`src/include/tdd_pkg.sv`:
```
// Package with register map, field layout, reset values and widths of the tilt detector
package tdd_pkg;

  // Register byte addresses on the serial register port
  localparam logic [7:0] TDD_ADDR_CONFIG       = 8'h3B;
  localparam logic [7:0] TDD_ADDR_SOURCE       = 8'h39;
  localparam logic [7:0] TDD_ADDR_ACK          = 8'h3A;
  localparam logic [7:0] TDD_ADDR_INNER_LOW    = 8'h3C;
  localparam logic [7:0] TDD_ADDR_INNER_HIGH   = 8'h3D;
  localparam logic [7:0] TDD_ADDR_OUTER_LOW    = 8'h3E;
  localparam logic [7:0] TDD_ADDR_OUTER_HIGH   = 8'h3F;

  // Widths
  localparam int unsigned TDD_REG_W      = 8;
  localparam int unsigned TDD_THRESH_W   = 16;
  localparam int unsigned TDD_SAMPLE_W   = 16;
  localparam int unsigned TDD_AXES       = 3;
  localparam int unsigned TDD_FLAGS_W    = 2 * TDD_AXES;

  // Source register fields: bit 7 unused, bit 6 interrupt active, bits 5..0 flags
  localparam int unsigned TDD_SRC_IA_BIT = 6;
  localparam int unsigned TDD_SRC_FLAG_LSB = 0;

  // Configuration register fields
  localparam int unsigned TDD_CFG_IRQ_EN_BIT = 7;
  localparam int unsigned TDD_CFG_LATCH_BIT  = 6;
  localparam int unsigned TDD_CFG_EN_LSB     = 0;

  // Flag layout inside a six-bit direction vector: axis a owns bits 2a+1 (high), 2a (low)
  localparam int unsigned TDD_HIGH_OFS = 1;
  localparam int unsigned TDD_LOW_OFS  = 0;

  // Reset values
  localparam logic [7:0]  TDD_CONFIG_RST = 8'h00;
  localparam logic [15:0] TDD_THRESH_RST = 16'h0000;
  localparam logic [5:0]  TDD_FLAGS_RST  = 6'h00;
  localparam logic [7:0]  TDD_RDATA_RST  = 8'h00;
  localparam logic [7:0]  TDD_RDATA_NONE = 8'h00;

  // Threshold code that stands for full scale
  localparam logic [15:0] TDD_FULL_SCALE_CODE = 16'h7FFF;

endpackage

```
`src/rtl/tdd_threshold_sel.sv`:
```
// Effective clear threshold: inner threshold, or outer one when hysteresis is null
module tdd_threshold_sel
  import tdd_pkg::*;
(
  input  wire logic [TDD_THRESH_W-1:0] i_inner,
  input  wire logic [TDD_THRESH_W-1:0] i_outer,
  output logic      [TDD_THRESH_W-1:0] o_clear,
  output logic                         o_no_hysteresis
);

  always_comb begin
    o_no_hysteresis = (i_inner > i_outer);
    o_clear         = o_no_hysteresis ? i_outer : i_inner;
  end

endmodule

```
`src/rtl/tdd_axis_cmp.sv`:
```
// One axis: magnitude of a signed sample against outer and clear thresholds
module tdd_axis_cmp
  import tdd_pkg::*;
#(
  parameter int unsigned SAMPLE_W = TDD_SAMPLE_W
) (
  input  wire logic [SAMPLE_W-1:0]     i_sample,
  input  wire logic [TDD_THRESH_W-1:0] i_outer,
  input  wire logic [TDD_THRESH_W-1:0] i_clear,
  input  wire logic                    i_high_q,
  input  wire logic                    i_low_q,
  output logic                         o_high_d,
  output logic                         o_low_d
);

  logic [SAMPLE_W:0] ext;
  logic [SAMPLE_W:0] mag;
  logic              neg;

  always_comb begin
    neg = i_sample[SAMPLE_W-1];
    ext = {neg, i_sample};
    // One extra bit so the most negative code has a true magnitude
    mag = neg ? (SAMPLE_W+1)'(-ext) : ext;
    if (mag > (SAMPLE_W+1)'(i_outer)) begin
      o_high_d = !neg;
      o_low_d  = neg;
    end else if (mag < (SAMPLE_W+1)'(i_clear)) begin
      o_high_d = 1'b0;
      o_low_d  = 1'b0;
    end else begin
      // Inside the hysteresis band the last direction stands
      o_high_d = i_high_q;
      o_low_d  = i_low_q;
    end
  end

endmodule

```
`src/rtl/tdd_tilt_detector.sv`:
```
// Tilt direction detector: thresholds, per-axis flags, source latch and acknowledge
module tdd_tilt_detector
  import tdd_pkg::*;
#(
  parameter int unsigned SAMPLE_W = TDD_SAMPLE_W
) (
  input  wire logic                 i_clock,
  input  wire logic                 i_resetn,
  input  wire logic                 i_sample_valid,
  input  wire logic [SAMPLE_W-1:0]  i_x_sample,
  input  wire logic [SAMPLE_W-1:0]  i_y_sample,
  input  wire logic [SAMPLE_W-1:0]  i_z_sample,
  input  wire logic [TDD_REG_W-1:0] i_reg_addr,
  input  wire logic                 i_reg_write,
  input  wire logic [TDD_REG_W-1:0] i_reg_wdata,
  input  wire logic                 i_reg_read,
  output logic      [TDD_REG_W-1:0] o_reg_rdata,
  output logic                      o_reg_rvalid,
  output logic                      o_tilt_irq
);

  // Address match, used by both the write and the read decoders
  function automatic logic tdd_hit(input logic [7:0] addr, input logic [7:0] target);
    tdd_hit = (addr == target);
  endfunction

  // Configuration and threshold storage
  logic [TDD_REG_W-1:0]    tilt_config_reg_q;
  logic [TDD_REG_W-1:0]    inner_threshold_low_q;
  logic [TDD_REG_W-1:0]    inner_threshold_high_q;
  logic [TDD_REG_W-1:0]    outer_threshold_low_q;
  logic [TDD_REG_W-1:0]    outer_threshold_high_q;

  // Derived configuration
  logic                    change_irq_enable;
  logic                    latch_request_bit;
  logic [TDD_FLAGS_W-1:0]  direction_enable;
  logic [TDD_THRESH_W-1:0] inner_threshold_field;
  logic [TDD_THRESH_W-1:0] outer_threshold_field;
  logic [TDD_THRESH_W-1:0] clear_threshold;

  // Direction state
  logic [TDD_FLAGS_W-1:0]  live_q;
  logic [TDD_FLAGS_W-1:0]  live_d;
  logic [TDD_FLAGS_W-1:0]  tilt_d;
  logic [TDD_FLAGS_W-1:0]  tilt_now;
  logic [TDD_FLAGS_W-1:0]  tilt_current;
  logic [TDD_FLAGS_W-1:0]  prev_q;
  logic [TDD_FLAGS_W-1:0]  source_flags_q;
  logic                    tilt_irq_active_q;
  logic                    tilt_irq_active_d;
  logic                    held_q;

  // Acknowledge and change strobes, read mux value
  logic                    ack_read;
  logic                    tilt_change;
  logic [TDD_REG_W-1:0]    read_value;

  logic [TDD_AXES-1:0][SAMPLE_W-1:0] axis_sample;

  assign axis_sample = {i_z_sample, i_y_sample, i_x_sample};

  // Configuration fields
  always_comb begin
    change_irq_enable     = tilt_config_reg_q[TDD_CFG_IRQ_EN_BIT];
    latch_request_bit     = tilt_config_reg_q[TDD_CFG_LATCH_BIT];
    direction_enable      = tilt_config_reg_q[TDD_CFG_EN_LSB +: TDD_FLAGS_W];
    inner_threshold_field = {inner_threshold_high_q, inner_threshold_low_q};
    outer_threshold_field = {outer_threshold_high_q, outer_threshold_low_q};
  end

  // Thresholds are compared as raw codes; the full-scale code needs no scaling here
  // because samples and thresholds share the same full-scale selection

  // Configuration register write; all enables come out of reset cleared
  always_ff @(posedge i_clock or negedge i_resetn) begin
    if (!i_resetn) begin
      tilt_config_reg_q <= TDD_CONFIG_RST;
    end else if (i_reg_write && tdd_hit(i_reg_addr, TDD_ADDR_CONFIG)) begin
      tilt_config_reg_q <= i_reg_wdata;
    end
  end

  // Inner threshold bytes
  always_ff @(posedge i_clock or negedge i_resetn) begin
    if (!i_resetn) begin
      inner_threshold_low_q  <= TDD_THRESH_RST[7:0];
      inner_threshold_high_q <= TDD_THRESH_RST[15:8];
    end else if (i_reg_write) begin
      if (tdd_hit(i_reg_addr, TDD_ADDR_INNER_LOW)) begin
        inner_threshold_low_q <= i_reg_wdata;
      end
      if (tdd_hit(i_reg_addr, TDD_ADDR_INNER_HIGH)) begin
        inner_threshold_high_q <= i_reg_wdata;
      end
    end
  end

  // Outer threshold bytes
  always_ff @(posedge i_clock or negedge i_resetn) begin
    if (!i_resetn) begin
      outer_threshold_low_q  <= TDD_THRESH_RST[7:0];
      outer_threshold_high_q <= TDD_THRESH_RST[15:8];
    end else if (i_reg_write) begin
      if (tdd_hit(i_reg_addr, TDD_ADDR_OUTER_LOW)) begin
        outer_threshold_low_q <= i_reg_wdata;
      end
      if (tdd_hit(i_reg_addr, TDD_ADDR_OUTER_HIGH)) begin
        outer_threshold_high_q <= i_reg_wdata;
      end
    end
  end

  // A misprogrammed pair (inner above outer) falls back to the outer threshold alone
  tdd_threshold_sel u_threshold_sel (
    .i_inner         (inner_threshold_field),
    .i_outer         (outer_threshold_field),
    .o_clear         (clear_threshold),
    .o_no_hysteresis ()
  );

  // Per-axis comparators, fed with the state each axis currently holds
  for (genvar a = 0; a < TDD_AXES; a++) begin : g_axis
    tdd_axis_cmp #(
      .SAMPLE_W (SAMPLE_W)
    ) u_axis_cmp (
      .i_sample (axis_sample[a]),
      .i_outer  (outer_threshold_field),
      .i_clear  (clear_threshold),
      .i_high_q (live_q[2*a+TDD_HIGH_OFS]),
      .i_low_q  (live_q[2*a+TDD_LOW_OFS]),
      .o_high_d (live_d[2*a+TDD_HIGH_OFS]),
      .o_low_d  (live_d[2*a+TDD_LOW_OFS])
    );
  end

  // Raw direction state advances once per produced sample
  always_ff @(posedge i_clock or negedge i_resetn) begin
    if (!i_resetn) begin
      live_q <= TDD_FLAGS_RST;
    end else if (i_sample_valid) begin
      live_q <= live_d;
    end
  end

  // Disabled directions are invisible to the change detector and the source flags
  always_comb begin
    tilt_d       = live_d & direction_enable;
    tilt_now     = live_q & direction_enable;
    tilt_current = i_sample_valid ? tilt_d : tilt_now;
  end

  // Previously recorded tilt, as seen at the last sample
  always_ff @(posedge i_clock or negedge i_resetn) begin
    if (!i_resetn) begin
      prev_q <= TDD_FLAGS_RST;
    end else if (i_sample_valid) begin
      prev_q <= tilt_d;
    end
  end

  assign tilt_change = i_sample_valid && (tilt_d != prev_q);
  assign ack_read    = i_reg_read && tdd_hit(i_reg_addr, TDD_ADDR_ACK);

  // Interrupt-active flag; a change in the acknowledge cycle keeps it set
  always_comb begin
    tilt_irq_active_d = tilt_irq_active_q;
    if (tilt_change) begin
      tilt_irq_active_d = 1'b1;
    end else if (ack_read) begin
      tilt_irq_active_d = 1'b0;
    end
  end

  always_ff @(posedge i_clock or negedge i_resetn) begin
    if (!i_resetn) begin
      tilt_irq_active_q <= 1'b0;
    end else begin
      tilt_irq_active_q <= tilt_irq_active_d;
    end
  end

  // Source flags: follow the tilt when not latching, else hold the first change
  always_ff @(posedge i_clock or negedge i_resetn) begin
    if (!i_resetn) begin
      source_flags_q <= TDD_FLAGS_RST;
      held_q         <= 1'b0;
    end else if (!latch_request_bit) begin
      source_flags_q <= tilt_current;
      held_q         <= 1'b0;
    end else if (ack_read) begin
      // Refresh with the present tilt; a change in this cycle re-arms the hold
      source_flags_q <= tilt_current;
      held_q         <= tilt_change;
    end else if (tilt_change && !held_q) begin
      source_flags_q <= tilt_d;
      held_q         <= 1'b1;
    end
  end

  // Interrupt output mirrors the next flag value so it stays aligned with the register
  always_ff @(posedge i_clock or negedge i_resetn) begin
    if (!i_resetn) begin
      o_tilt_irq <= 1'b0;
    end else begin
      o_tilt_irq <= tilt_irq_active_d & change_irq_enable;
    end
  end

  // Read multiplexer; the acknowledge location and unmapped addresses read zero
  always_comb begin
    read_value = TDD_RDATA_NONE;
    if (tdd_hit(i_reg_addr, TDD_ADDR_SOURCE)) begin
      read_value                                      = TDD_RDATA_NONE;
      read_value[TDD_SRC_IA_BIT]                      = tilt_irq_active_q;
      read_value[TDD_SRC_FLAG_LSB +: TDD_FLAGS_W]     = source_flags_q;
    end else if (tdd_hit(i_reg_addr, TDD_ADDR_CONFIG)) begin
      read_value = tilt_config_reg_q;
    end else if (tdd_hit(i_reg_addr, TDD_ADDR_INNER_LOW)) begin
      read_value = inner_threshold_low_q;
    end else if (tdd_hit(i_reg_addr, TDD_ADDR_INNER_HIGH)) begin
      read_value = inner_threshold_high_q;
    end else if (tdd_hit(i_reg_addr, TDD_ADDR_OUTER_LOW)) begin
      read_value = outer_threshold_low_q;
    end else if (tdd_hit(i_reg_addr, TDD_ADDR_OUTER_HIGH)) begin
      read_value = outer_threshold_high_q;
    end
  end

  // Read data returns one cycle after the strobe and reflects pre-acknowledge state
  always_ff @(posedge i_clock or negedge i_resetn) begin
    if (!i_resetn) begin
      o_reg_rdata  <= TDD_RDATA_RST;
      o_reg_rvalid <= 1'b0;
    end else begin
      o_reg_rvalid <= i_reg_read;
      o_reg_rdata  <= i_reg_read ? read_value : TDD_RDATA_NONE;
    end
  end

endmodule

```
`config.mk`:
```
export PLATFORM = sky130hd
export DESIGN_NAME = tdd_tilt_detector
export DESIGN_NICKNAME = d
export VERILOG_FILES = /design/src/include/tdd_pkg.sv /design/src/rtl/tdd_threshold_sel.sv /design/src/rtl/tdd_axis_cmp.sv /design/src/rtl/tdd_tilt_detector.sv
export SDC_FILE = /design/constraint.sdc
export NUM_CORES = 1
export LEC_CHECK = 0
export ABC_CLOCK_PERIOD_IN_PS = 5000
export BUFFER_PORTS_ARGS = -buffer_cell sky130_fd_sc_hd__buf_2
export CAP_MARGIN = 10
export CORE_ASPECT_RATIO = 0.9
export CORE_MARGIN = 2
export CORE_UTILIZATION = 55
export CTS_CLUSTER_DIAMETER = 200
export CTS_CLUSTER_SIZE = 10
export DETAILED_ROUTE_END_ITERATION = 7
export PLACE_DENSITY = 0.79
export SYNTH_ARGS = -nofsm -noshare
export SYNTH_HDL_FRONTEND = slang
export SYNTH_SLANG_ARGS = --single-unit
```
`constraint.sdc`:
```
create_clock -name i_clock -period 5 [get_ports i_clock]
set_input_delay 0.5 -clock i_clock [delete_from_list [all_inputs] [get_ports i_clock]]
set_output_delay 0.5 -clock i_clock [all_outputs]
set_load 0.01 [all_outputs]
```
==> results.sh, run 1 <==
export IMPL_vias_in_the_first_global_route=6394
export IMPL_r2r_slack_ns=-0.16
export IMPL_initial_utilization_pct=55.8
export IMPL_synth_warning_count=0
export IMPL_clock_latency_ns=0.34
export IMPL_grt_antenna_before_repair=0
export IMPL_floorplan_die_width_um=123
export IMPL_design_portCount=79
export IMPL_fraction_of_met3_tracks_used_by_global_routing_pct=5.92
export IMPL_maximum_vdd_drop_mv=0.170
export IMPL_dr_first_iter_drc_count=750
export IMPL_min_period_ns=5.16
export IMPL_cts_hold_repair_buffers=0
export IMPL_async_reset_ff_share_pct=100
export IMPL_num_vias=7016
export IMPL_report_final_setup_viol=7
export IMPL_violations="negative setup slack"
export IMPL_relSlewSlack_pct=20.8
export IMPL_rsz_0062_raised_after_global_routing="yes"
export IMPL_drcViolationCount=0
export IMPL_achievable_frequency_ghz=0.194
export IMPL_layout_cells_most_common_list="sky130_fd_sc_hd__ha_1 (101), sky130_fd_sc_hd__buf_4 (97), sky130_fd_sc_hd__buf_2 (78)"
export IMPL_numClockSinks=70
export IMPL_global_route_usage_met2_pct=48.7
export IMPL_antenna_cells=0
export IMPL_critical_path_reg2reg_endpoint="source_flags_q[4]"
export IMPL_number_of_h_tree_branching_levels=3
export IMPL_endpoint_kind="flip-flop"
export IMPL_clock_skew_ns=0.00641
export IMPL_hold_violations=0
export IMPL_utilization_after_layout_pct=70.8
export IMPL_worst_path_most_repeated_cell="sky130_fd_sc_hd__buf_4"
export IMPL_place_hpwl_mm=16.7
export IMPL_netlist_top_cells_area="sky130_fd_sc_hd__dfrtp_1 (25%), sky130_fd_sc_hd__ha_1 (19%), sky130_fd_sc_hd__mux2_2 (6.0%)"
export IMPL_synth_seq_area_share_pct=25.0
export IMPL_drt_pass1_iter_count=6
export IMPL_power_per_cell_area_nw_per_um2=252
export IMPL_grt_overflow_total=0
export IMPL_chip_height_um=111
export IMPL_synthesis_nets=943
export IMPL_ys_dominant_reg_cell="sky130_fd_sc_hd__dfrtp_1"
export IMPL_worstSetupPathType="flip-flop to flip-flop"
export IMPL_crit_path_start_kind="flip-flop"
export IMPL_crit_path_end="source_flags_q[4]"
export IMPL_fillCellCount=917
export IMPL_cp_slowest_cell="sky130_fd_sc_hd__dfrtp_1"
export IMPL_globalRoute_busiestLayer="met2"
export IMPL_area_growth_syn_to_layout_pct=26.9
export IMPL_grt_met1_usage_pct=46.4
export IMPL_root_buffer="sky130_fd_sc_hd__clkbuf_16"
export IMPL_postSynthCellCount=765
export IMPL_totalWireLength_mm=23.2
export IMPL_layout_nets=1114
export IMPL_synth_cell_area_um2=7000
export IMPL_cp_cell_sequence="ha_4, nand4_1, or2_4, a211o_1, a31oi_4, buf_8, mux2i_4, ha_2, a21o_1, a21oi_2, o21ai_2, buf_4, nor4_4, a211oi_2, o211ai_1, buf_4, a21oi_1, o21ai_2, xnor2_2, nor4_4, o31ai_4, buf_4, mux2i_1"
export IMPL_ys_ff_latch=70
export IMPL_crit_path_start="inner_threshold_high_q[2]"
export IMPL_numCtsBuffers=9
export IMPL_grt_pass1_wl_mm=34.2
export IMPL_timing_hold_worst_class="input port to flip-flop"
export IMPL_status="finished with violations"
export IMPL_synth_edff_count=0
export IMPL_r2r_worst_path_cells=23
export IMPL_grt_util_all_layers_pct=32.6
export IMPL_grt_start_max_net_pins=71
export IMPL_drive_gt1_share_pct=31.2
export IMPL_cap_violations=0
export IMPL_synth_cell_types=63
export IMPL_design_die_area_um2=13600
export IMPL_synthDominantCellAreaShare_pct=25.0
export IMPL_crit_cells=23
export IMPL_min_from="i_reg_read"
export IMPL_crit_required_ns=5.25
export IMPL_fin_ws_ns=-0.156
export IMPL_path_delay_family="compound AO/OA/AOI/OAI gates"
export IMPL_port_buffers=78
export IMPL_post_synth_cell_area_avg_um2=9.15
export IMPL_drt_wirelength_per_cell_um=21.0
export IMPL_critical_path_reg2reg_startpoint="inner_threshold_high_q[2]"
export IMPL_critPathBufInv=4
export IMPL_postRouteAntennaNets=0
export IMPL_worst_hold_margin_ns=0.347
export IMPL_placement_rows=39
export IMPL_leakagePower_nw=4.11
export IMPL_gpl_final_weighted_congestion=0.978
export IMPL_layout_commonest_cell="sky130_fd_sc_hd__ha_1"
export IMPL_total_power_mw=2.24
export IMPL_tritoncts="built"
export IMPL_arrival_ns=5.41
export IMPL_clockBufferDepth=2
export IMPL_post_route_period_util_pct=103
export IMPL_maxSlewViolCount=0
export IMPL_placement_setup_worst_slack_ns=-0.183
export IMPL_placed_standard_cell_area_um2=8210
export IMPL_max_slew_worst_pin_slew_ns=1.18
export IMPL_via_per_inst=6.35
export IMPL_critPathMaxFanout=5
export IMPL_design_core_area_um2=12500
export IMPL_crit_path_max_cell_delay_ns=0.42
export IMPL_yosysTopAreaCell="sky130_fd_sc_hd__dfrtp_1"
export IMPL_finish_instance_area_um2=8880
export IMPL_clk_slew_on_worst_s_h_paths_ns=0.06
area by class of cell:
type | count | area, µm² | share of cell area [%]
flip-flops and latches | 70 | 1750 | 19.7
inverters | 38 | 143 | 1.61
multi-input cells | 637 | 5300 | 59.6
well taps | 164 | 205 | 2.31
repair buffers | 180 | 1200 | 13.5
clock inverters | 6 | 46.3 | 0.521
clock buffers | 10 | 239 | 2.69
through the flow:
step / TNS (ns) / cells
floorplan: 0 / 765
global placement: -0.916 / 1074
detailed placement: -1.24 / 1074
CTS: 0 / 1091
global route: -1.98 / 1105
finish: -0.647 / 1105
flip-flops by register name, summed over array words and instances (netlist names):
name,count
outer_threshold_low_q,8
held_q,1
source_flags_q,6
tilt_irq_active_q,1
prev_q,6
o_reg_rdata,8
o_reg_rvalid,1
outer_threshold_high_q,8
tilt_config_reg_q,8
live_q,6
o_tilt_irq,1
inner_threshold_low_q,8
inner_threshold_high_q,8
worst min path at each step:
stage / endpoint / slack (ns) / depth (start not counted)
detailed placement: source_flags_q[3] / 0.50 / 1
global route: o_reg_rvalid / 0.35 / 1
floorplan: held_q / 0.20 / 0
finish: o_reg_rvalid / 0.35 / 1
CTS: o_reg_rvalid / 0.34 / 1
global placement: prev_q[5] / 0.49 / 2
where the power goes:
part | total [mW] | leakage (nW) | internal (mW) | switching, mW
logic | 0.995 | 3.06 | 0.458 | 0.536
registers | 0.633 | 0.910 | 0.598 | 0.0349
clock network | 0.612 | 0.135 | 0.352 | 0.260
metal layers:
metal  vias to the layer above  part of all wire, %
met5                         -                    0
met4                         0                  5.3
met3                       112                  9.2
met2                       389                   44
met1                      3292                   41
li1                       3223                    -
synthesized netlist by cell type (all sizes together), types with 4 or more instances:
cell	number
dfrtp	70
nor2b	16
a21oi	51
o21ai	52
o31ai	15
mux4	7
nor3	13
ha	109
nor4	10
or2	7
o21a	6
nand2	64
nand3	25
xnor2	40
or3	4
inv	38
nor2	30
a21o	16
clkbuf	20
mux2i	25
nand4	14
mux2	40
o211ai	10
a211oi	6
o41ai	5
a31oi	7
or4	5
a22oi	6
nand2b	11
and3	5
timing repair:
action / CTS / global route
cloned: 0 / 1
hold endpoints to repair: 0 / 0
buffers inserted: 1 / 13
pin swaps: 4 / 19
endpoints found under the setup margin: 9 / 9
gates resized for setup: 13 / 40
cells by family (layout without fill, tap and decap cells):
group / count (synthesis) / in the layout / synth area share (%)
flops: 70 / 70 / 25.0
simple gates: 215 / 215 / 15.9
buf+inv: 58 / 234 / 3.11
xor+xnor: 43 / 43 / 5.38
fa+ha+maj: 109 / 109 / 19.5
mux: 72 / 72 / 12.4
compound gates: 198 / 198 / 18.7
worst reg2reg max path, delay by kind of cell, from the launching register on:
family | cells | cell delay (ns)
compound gates | 10 | 2.01
buf+inv | 4 | 0.74
simple gates | 4 | 0.69
fa+ha+maj | 2 | 0.50
mux | 2 | 0.49
flops | 1 | 0.42
xor+xnor | 1 | 0.21
Note: power is estimated with default switching activity, not from simulation.
==> run 2: changes to the inputs <==
--- a/config.mk
+++ b/config.mk
@@ -10,11 +10,12 @@
 export CAP_MARGIN = 10
 export CORE_ASPECT_RATIO = 0.9
 export CORE_MARGIN = 2
-export CORE_UTILIZATION = 55
+export CORE_UTILIZATION = 50
 export CTS_CLUSTER_DIAMETER = 200
 export CTS_CLUSTER_SIZE = 10
 export DETAILED_ROUTE_END_ITERATION = 7
-export PLACE_DENSITY = 0.79
+export PLACE_DENSITY = 0.72
 export SYNTH_ARGS = -nofsm -noshare
 export SYNTH_HDL_FRONTEND = slang
+export SYNTH_HIERARCHICAL = 1
 export SYNTH_SLANG_ARGS = --single-unit
==> results.sh, run 2 <==
export IMPL_cp_slowest_cell="sky130_fd_sc_hd__nor4_4"
export IMPL_number_of_h_tree_branching_levels=3
export IMPL_drt_wirelength_per_cell_um=18.5
export IMPL_design_portCount=79
export IMPL_achievable_frequency_ghz=0.207
export IMPL_maxSlewViolCount=0
export IMPL_gpl_final_weighted_congestion=0.910
export IMPL_r2r_worst_path_cells=22
export IMPL_post_route_period_util_pct=96.7
export IMPL_cap_violations=0
export IMPL_totalWireLength_mm=22.4
export IMPL_area_growth_syn_to_layout_pct=18.2
export IMPL_grt_start_max_net_pins=71
export IMPL_postRouteAntennaNets=0
export IMPL_total_power_mw=2.38
export IMPL_hold_violations=0
export IMPL_arrival_ns=5.06
export IMPL_num_vias=7176
export IMPL_clock_latency_ns=0.34
export IMPL_grt_overflow_total=0
export IMPL_synth_cell_area_um2=7860
export IMPL_synth_warning_count=6
export IMPL_layout_nets=1185
export IMPL_postSynthCellCount=889
export IMPL_tritoncts="built"
export IMPL_drt_pass1_iter_count=5
export IMPL_max_slew_worst_pin_slew_ns=0.876
export IMPL_grt_pass1_wl_mm=34.6
export IMPL_drive_gt1_share_pct=26.7
export IMPL_layout_cells_most_common_list="sky130_fd_sc_hd__inv_1 (120), sky130_fd_sc_hd__ha_1 (109), sky130_fd_sc_hd__nand2_1 (98)"
export IMPL_worst_path_most_repeated_cell="sky130_fd_sc_hd__buf_4"
export IMPL_endpoint_kind="flip-flop"
export IMPL_critPathMaxFanout=5
export IMPL_numCtsBuffers=9
export IMPL_status="completed"
export IMPL_layout_commonest_cell="sky130_fd_sc_hd__inv_1"
export IMPL_crit_required_ns=5.22
export IMPL_placement_rows=43
export IMPL_synthesis_nets=1070
export IMPL_chip_height_um=123
export IMPL_finish_instance_area_um2=9290
export IMPL_r2r_slack_ns=0.17
export IMPL_design_die_area_um2=16700
export IMPL_min_period_ns=4.83
export IMPL_antenna_cells=0
export IMPL_numClockSinks=70
export IMPL_port_buffers=78
export IMPL_crit_path_start="outer_threshold_low_q[6]"
export IMPL_vias_in_the_first_global_route=6719
export IMPL_placed_standard_cell_area_um2=8780
export IMPL_drcViolationCount=0
export IMPL_critical_path_reg2reg_startpoint="outer_threshold_low_q[6]"
export IMPL_clock_skew_ns=0.00606
export IMPL_place_hpwl_mm=17.2
export IMPL_dr_first_iter_drc_count=610
export IMPL_clk_slew_on_worst_s_h_paths_ns=0.06
export IMPL_grt_antenna_before_repair=0
export IMPL_initial_utilization_pct=51.1
export IMPL_floorplan_die_width_um=136
export IMPL_crit_path_start_kind="flip-flop"
export IMPL_grt_util_all_layers_pct=27.1
export IMPL_maximum_vdd_drop_mv=0.236
export IMPL_root_buffer="sky130_fd_sc_hd__clkbuf_16"
export IMPL_via_per_inst=5.93
export IMPL_clockBufferDepth=2
export IMPL_power_per_cell_area_nw_per_um2=256
export IMPL_post_synth_cell_area_avg_um2=8.84
export IMPL_crit_path_max_cell_delay_ns=0.44
export IMPL_report_final_setup_viol=0
export IMPL_relSlewSlack_pct=41.6
export IMPL_cp_cell_sequence="inv_1, ha_4, nand4_1, nor4_4, and2_4, buf_6, buf_4, o221ai_1, a211o_1, inv_1, ha_1, and4_1, a211oi_2, buf_4, o21ai_0, mux2_4, a21oi_1, o22a_1, nand4_2, buf_4, a22o_2, and2_1"
export IMPL_design_core_area_um2=15400
export IMPL_leakagePower_nw=4.11
export IMPL_timing_hold_worst_class="input port to async pin"
export IMPL_worstSetupPathType="flip-flop to flip-flop"
## run 2: final timing paths
kind / to
setup reg to reg: o_tilt_irq
min in group i_clock: o_reg_rvalid
hold reg to reg: source_flags_q[1]
max in group asynchronous: outer_threshold_high_q[7]
hold / removal: prev_q[0]
setup / recovery: o_tilt_irq
## run 2: layer usage
metal	track usage, %	wire [µm]
met1	36.3	9680
met2	42.4	10300
met3	6.72	1670
met4	10.1	743
met5	0	0
## run 2: stage by stage
stage	hold WS, ns	setup TNS, ns	cells	setup WS, ns	utilization (%)
after global placement	0.502	-0.221	1191	-0.0383	57.1
final	0.341	0	1211	0.167	60.4
after global routing	0.385	-0.307	1211	-0.0518	60.4
after detailed placement	0.509	-0.433	1191	-0.0796	57.1
after CTS	0.373	0	1207	0.0213	59.2
after floorplan	0.204	0	889	0.555	-
## run 2: critical path, delay by kind of cell (launching register included)
kind                     cells  cell delay, ns
AND/OR/NAND/NOR              6            1.36
multiplexers                 1            0.29
flip-flops                   1            0.36
AO/OA/AOI/OAI                7            1.45
adder cells (fa/ha/maj)      2            0.51
buffers and inverters        6            0.76
## run 2: final cells by class
class | count | area (µm²)
Clock buffer | 12 | 246
Clock inverter | 4 | 70.1
Fill cell | 1388 | 6100
Inverter | 120 | 450
Multi-Input combinational cell | 669 | 5640
Sequential cell | 70 | 1750
Tap cell | 202 | 253
Timing Repair Buffer | 134 | 882
## run 2: report_power, final
part / internal (mW) / switching (mW) / leakage, nW
Clock: 0.449 / 0.232 / 0.157
Combinational: 0.465 / 0.595 / 3.01
Sequential: 0.600 / 0.0372 / 0.950
## run 2: repair_timing
action                                  in CTS  in global routing
hold buffers                                 0                  0
gates resized for setup                      1                 32
pin swaps                                    0                 11
cloned                                       0                  1
buffers inserted                             0                  3
endpoints found under the setup margin       6                  9
==> run 3: changes to the inputs <==
--- a/config.mk
+++ b/config.mk
@@ -14,7 +14,7 @@
 export CTS_CLUSTER_DIAMETER = 200
 export CTS_CLUSTER_SIZE = 10
 export DETAILED_ROUTE_END_ITERATION = 7
-export PLACE_DENSITY = 0.72
+export PLACE_DENSITY = 0.83
 export SYNTH_ARGS = -nofsm -noshare
 export SYNTH_HDL_FRONTEND = slang
 export SYNTH_HIERARCHICAL = 1
==> results.sh, run 3 (synthesis results as in run 2) <==
export IMPL_status="completed"
export IMPL_root_buffer="sky130_fd_sc_hd__clkbuf_16"
export IMPL_timing_hold_worst_class="input port to async pin"
export IMPL_grt_pass1_wl_mm=35.8
export IMPL_cap_violations=0
export IMPL_endpoint_kind="flip-flop"
export IMPL_min_period_ns=4.91
export IMPL_total_power_mw=2.24
export IMPL_tritoncts="built"
export IMPL_chip_height_um=123
export IMPL_numClockSinks=70
export IMPL_vias_in_the_first_global_route=7045
export IMPL_worstSetupPathType="flip-flop to flip-flop"
export IMPL_max_slew_worst_pin_slew_ns=0.894
export IMPL_grt_util_all_layers_pct=27.4
export IMPL_area_growth_syn_to_layout_pct=15.5
export IMPL_power_per_cell_area_nw_per_um2=246
export IMPL_setup_tns_final_ns=0
export IMPL_layout_nets=1177
export IMPL_layout_commonest_cell="sky130_fd_sc_hd__inv_1"
export IMPL_postRouteAntennaNets=0
export IMPL_drcViolationCount=0
export IMPL_initial_utilization_pct=51.1
export IMPL_maxSlewViolCount=0
export IMPL_via_per_inst=6.30
export IMPL_crit_required_ns=5.21
export IMPL_design_portCount=79
export IMPL_drive_gt1_share_pct=25.7
export IMPL_cts_hold_repair_buffers=0
export IMPL_worst_hold_margin_ns=0.371
export IMPL_grt_overflow_total=0
export IMPL_totalWireLength_mm=23.1
export IMPL_clock_latency_ns=0.33
export IMPL_design_die_area_um2=16700
export IMPL_num_vias=7571
export IMPL_hold_violations=0
export IMPL_clockBufferDepth=2
export IMPL_drt_pass1_iter_count=5
export IMPL_utilization_after_layout_pct=59.0
export IMPL_number_of_h_tree_branching_levels=3
export IMPL_crit_path_start_kind="flip-flop"
export IMPL_dr_first_iter_drc_count=808
export IMPL_numCtsBuffers=9
export IMPL_port_buffers=78
export IMPL_grt_antenna_before_repair=0
export IMPL_arrival_ns=5.12
export IMPL_report_final_setup_viol=0
export IMPL_layout_cells_most_common_list="sky130_fd_sc_hd__inv_1 (120), sky130_fd_sc_hd__ha_1 (112), sky130_fd_sc_hd__nand2_1 (98)"
export IMPL_place_hpwl_mm=17.8
export IMPL_gpl_final_weighted_congestion=1.00
export IMPL_drt_wirelength_per_cell_um=19.2
export IMPL_antenna_cells=0
export IMPL_floorplan_die_width_um=136
export IMPL_maximum_vdd_drop_mv=0.149
export IMPL_relSlewSlack_pct=40.4
export IMPL_design_core_area_um2=15400
export IMPL_placement_rows=43
export IMPL_clk_slew_on_worst_s_h_paths_ns=0.05
export IMPL_leakagePower_nw=4.03
export IMPL_clock_skew_ns=0.00665
export IMPL_critPathMaxFanout=14
export IMPL_critical_path_reg2reg_startpoint="outer_threshold_low_q[5]"
export IMPL_achievable_frequency_ghz=0.204
export IMPL_post_route_period_util_pct=98.3
export IMPL_crit_path_start="outer_threshold_low_q[5]"
export IMPL_grt_start_max_net_pins=71
[run 3: cell types whose count changed in the layout (fill, tap and decap cells not counted), sizes merged]
cell,before,now
clkbuf,12,10
clkinvlp,0,2
bufinv,2,1
buf,134,126
clkinv,2,1
[run 3: critical path: stages, from the launching register on]
cell and delay (ns):
sky130_fd_sc_hd__dfrtp_1 0.39, sky130_fd_sc_hd__inv_1 0.06, sky130_fd_sc_hd__ha_1 0.31, sky130_fd_sc_hd__nand4_1 0.18
sky130_fd_sc_hd__nor4_4 0.38, sky130_fd_sc_hd__buf_4 0.19, sky130_fd_sc_hd__o21a_4 0.13, sky130_fd_sc_hd__buf_6 0.16
sky130_fd_sc_hd__nor3_1 0.07, sky130_fd_sc_hd__a211o_1 0.32, sky130_fd_sc_hd__inv_1 0.14, sky130_fd_sc_hd__ha_1 0.27
sky130_fd_sc_hd__nand4_1 0.13, sky130_fd_sc_hd__o221ai_2 0.14, sky130_fd_sc_hd__a211oi_2 0.24, sky130_fd_sc_hd__buf_4 0.15
sky130_fd_sc_hd__o21ai_0 0.08, sky130_fd_sc_hd__mux2_2 0.30, sky130_fd_sc_hd__a21oi_1 0.16, sky130_fd_sc_hd__o22a_1 0.16
sky130_fd_sc_hd__nand4_2 0.14, sky130_fd_sc_hd__nor4bb_4 0.19, sky130_fd_sc_hd__buf_4 0.16, sky130_fd_sc_hd__a221o_1 0.34
[run 3: cell type report]
type                    instances  area, µm²
flip-flops and latches         70       1750
well taps                     202        253
clock buffers                  10        229
clock inverters                 4       50.0
multi-input cells             669       5580
repair buffers                126        762
fillers                      1251       6310
inverters                     120        450
[run 3: worst paths after layout]
path	slack, ns	cells past startpoint	end
max	0.09	23	source_flags_q[1]
max reg2reg	0.09	23	source_flags_q[1]
min in group i_clock	0.39	1	o_reg_rvalid
min	0.37	2	tilt_config_reg_q[6]
min reg2reg	0.53	1	prev_q[3]
max in group asynchronous	3.98	2	inner_threshold_low_q[7]
[run 3: what timing repair did]
action | in CTS | in global routing
gates resized for setup | 0 | 28
buffers inserted | 0 | 5
setup endpoints to repair | 0 | 7
[run 3: power by group]
group,internal (mW),switching [mW],total [mW],leakage [nW]
Sequential,0.601,0.0361,0.637,0.947
Combinational,0.410,0.579,0.990,2.95
Clock,0.379,0.230,0.609,0.130
[run 3: per-stage QoR]
stage / area [µm²] / setup WS (ns) / instances
2_1_floorplan: 7860 / 0.555 / 889
3_3_place_gp: 8650 / 0.0342 / 1182
3_5_place_dp: 8650 / -0.0969 / 1182
4_1_cts: 8930 / 0.0322 / 1196
5_1_grt: 9080 / -0.0242 / 1201
6_report: 9080 / 0.0869 / 1201
[run 3: layer usage]
metal / vias to the layer above / part of all wire, % / routed length (µm) / GRT usage, %
li1: 3456 / - / - / -
met3: 88 / 10 / 2380 / 5.90
met4: 0 / 3.8 / 872 / 10.5
met5: - / 0 / 0 / 0
met2: 452 / 45 / 10400 / 43.6
met1: 3575 / 41 / 9470 / 36.6
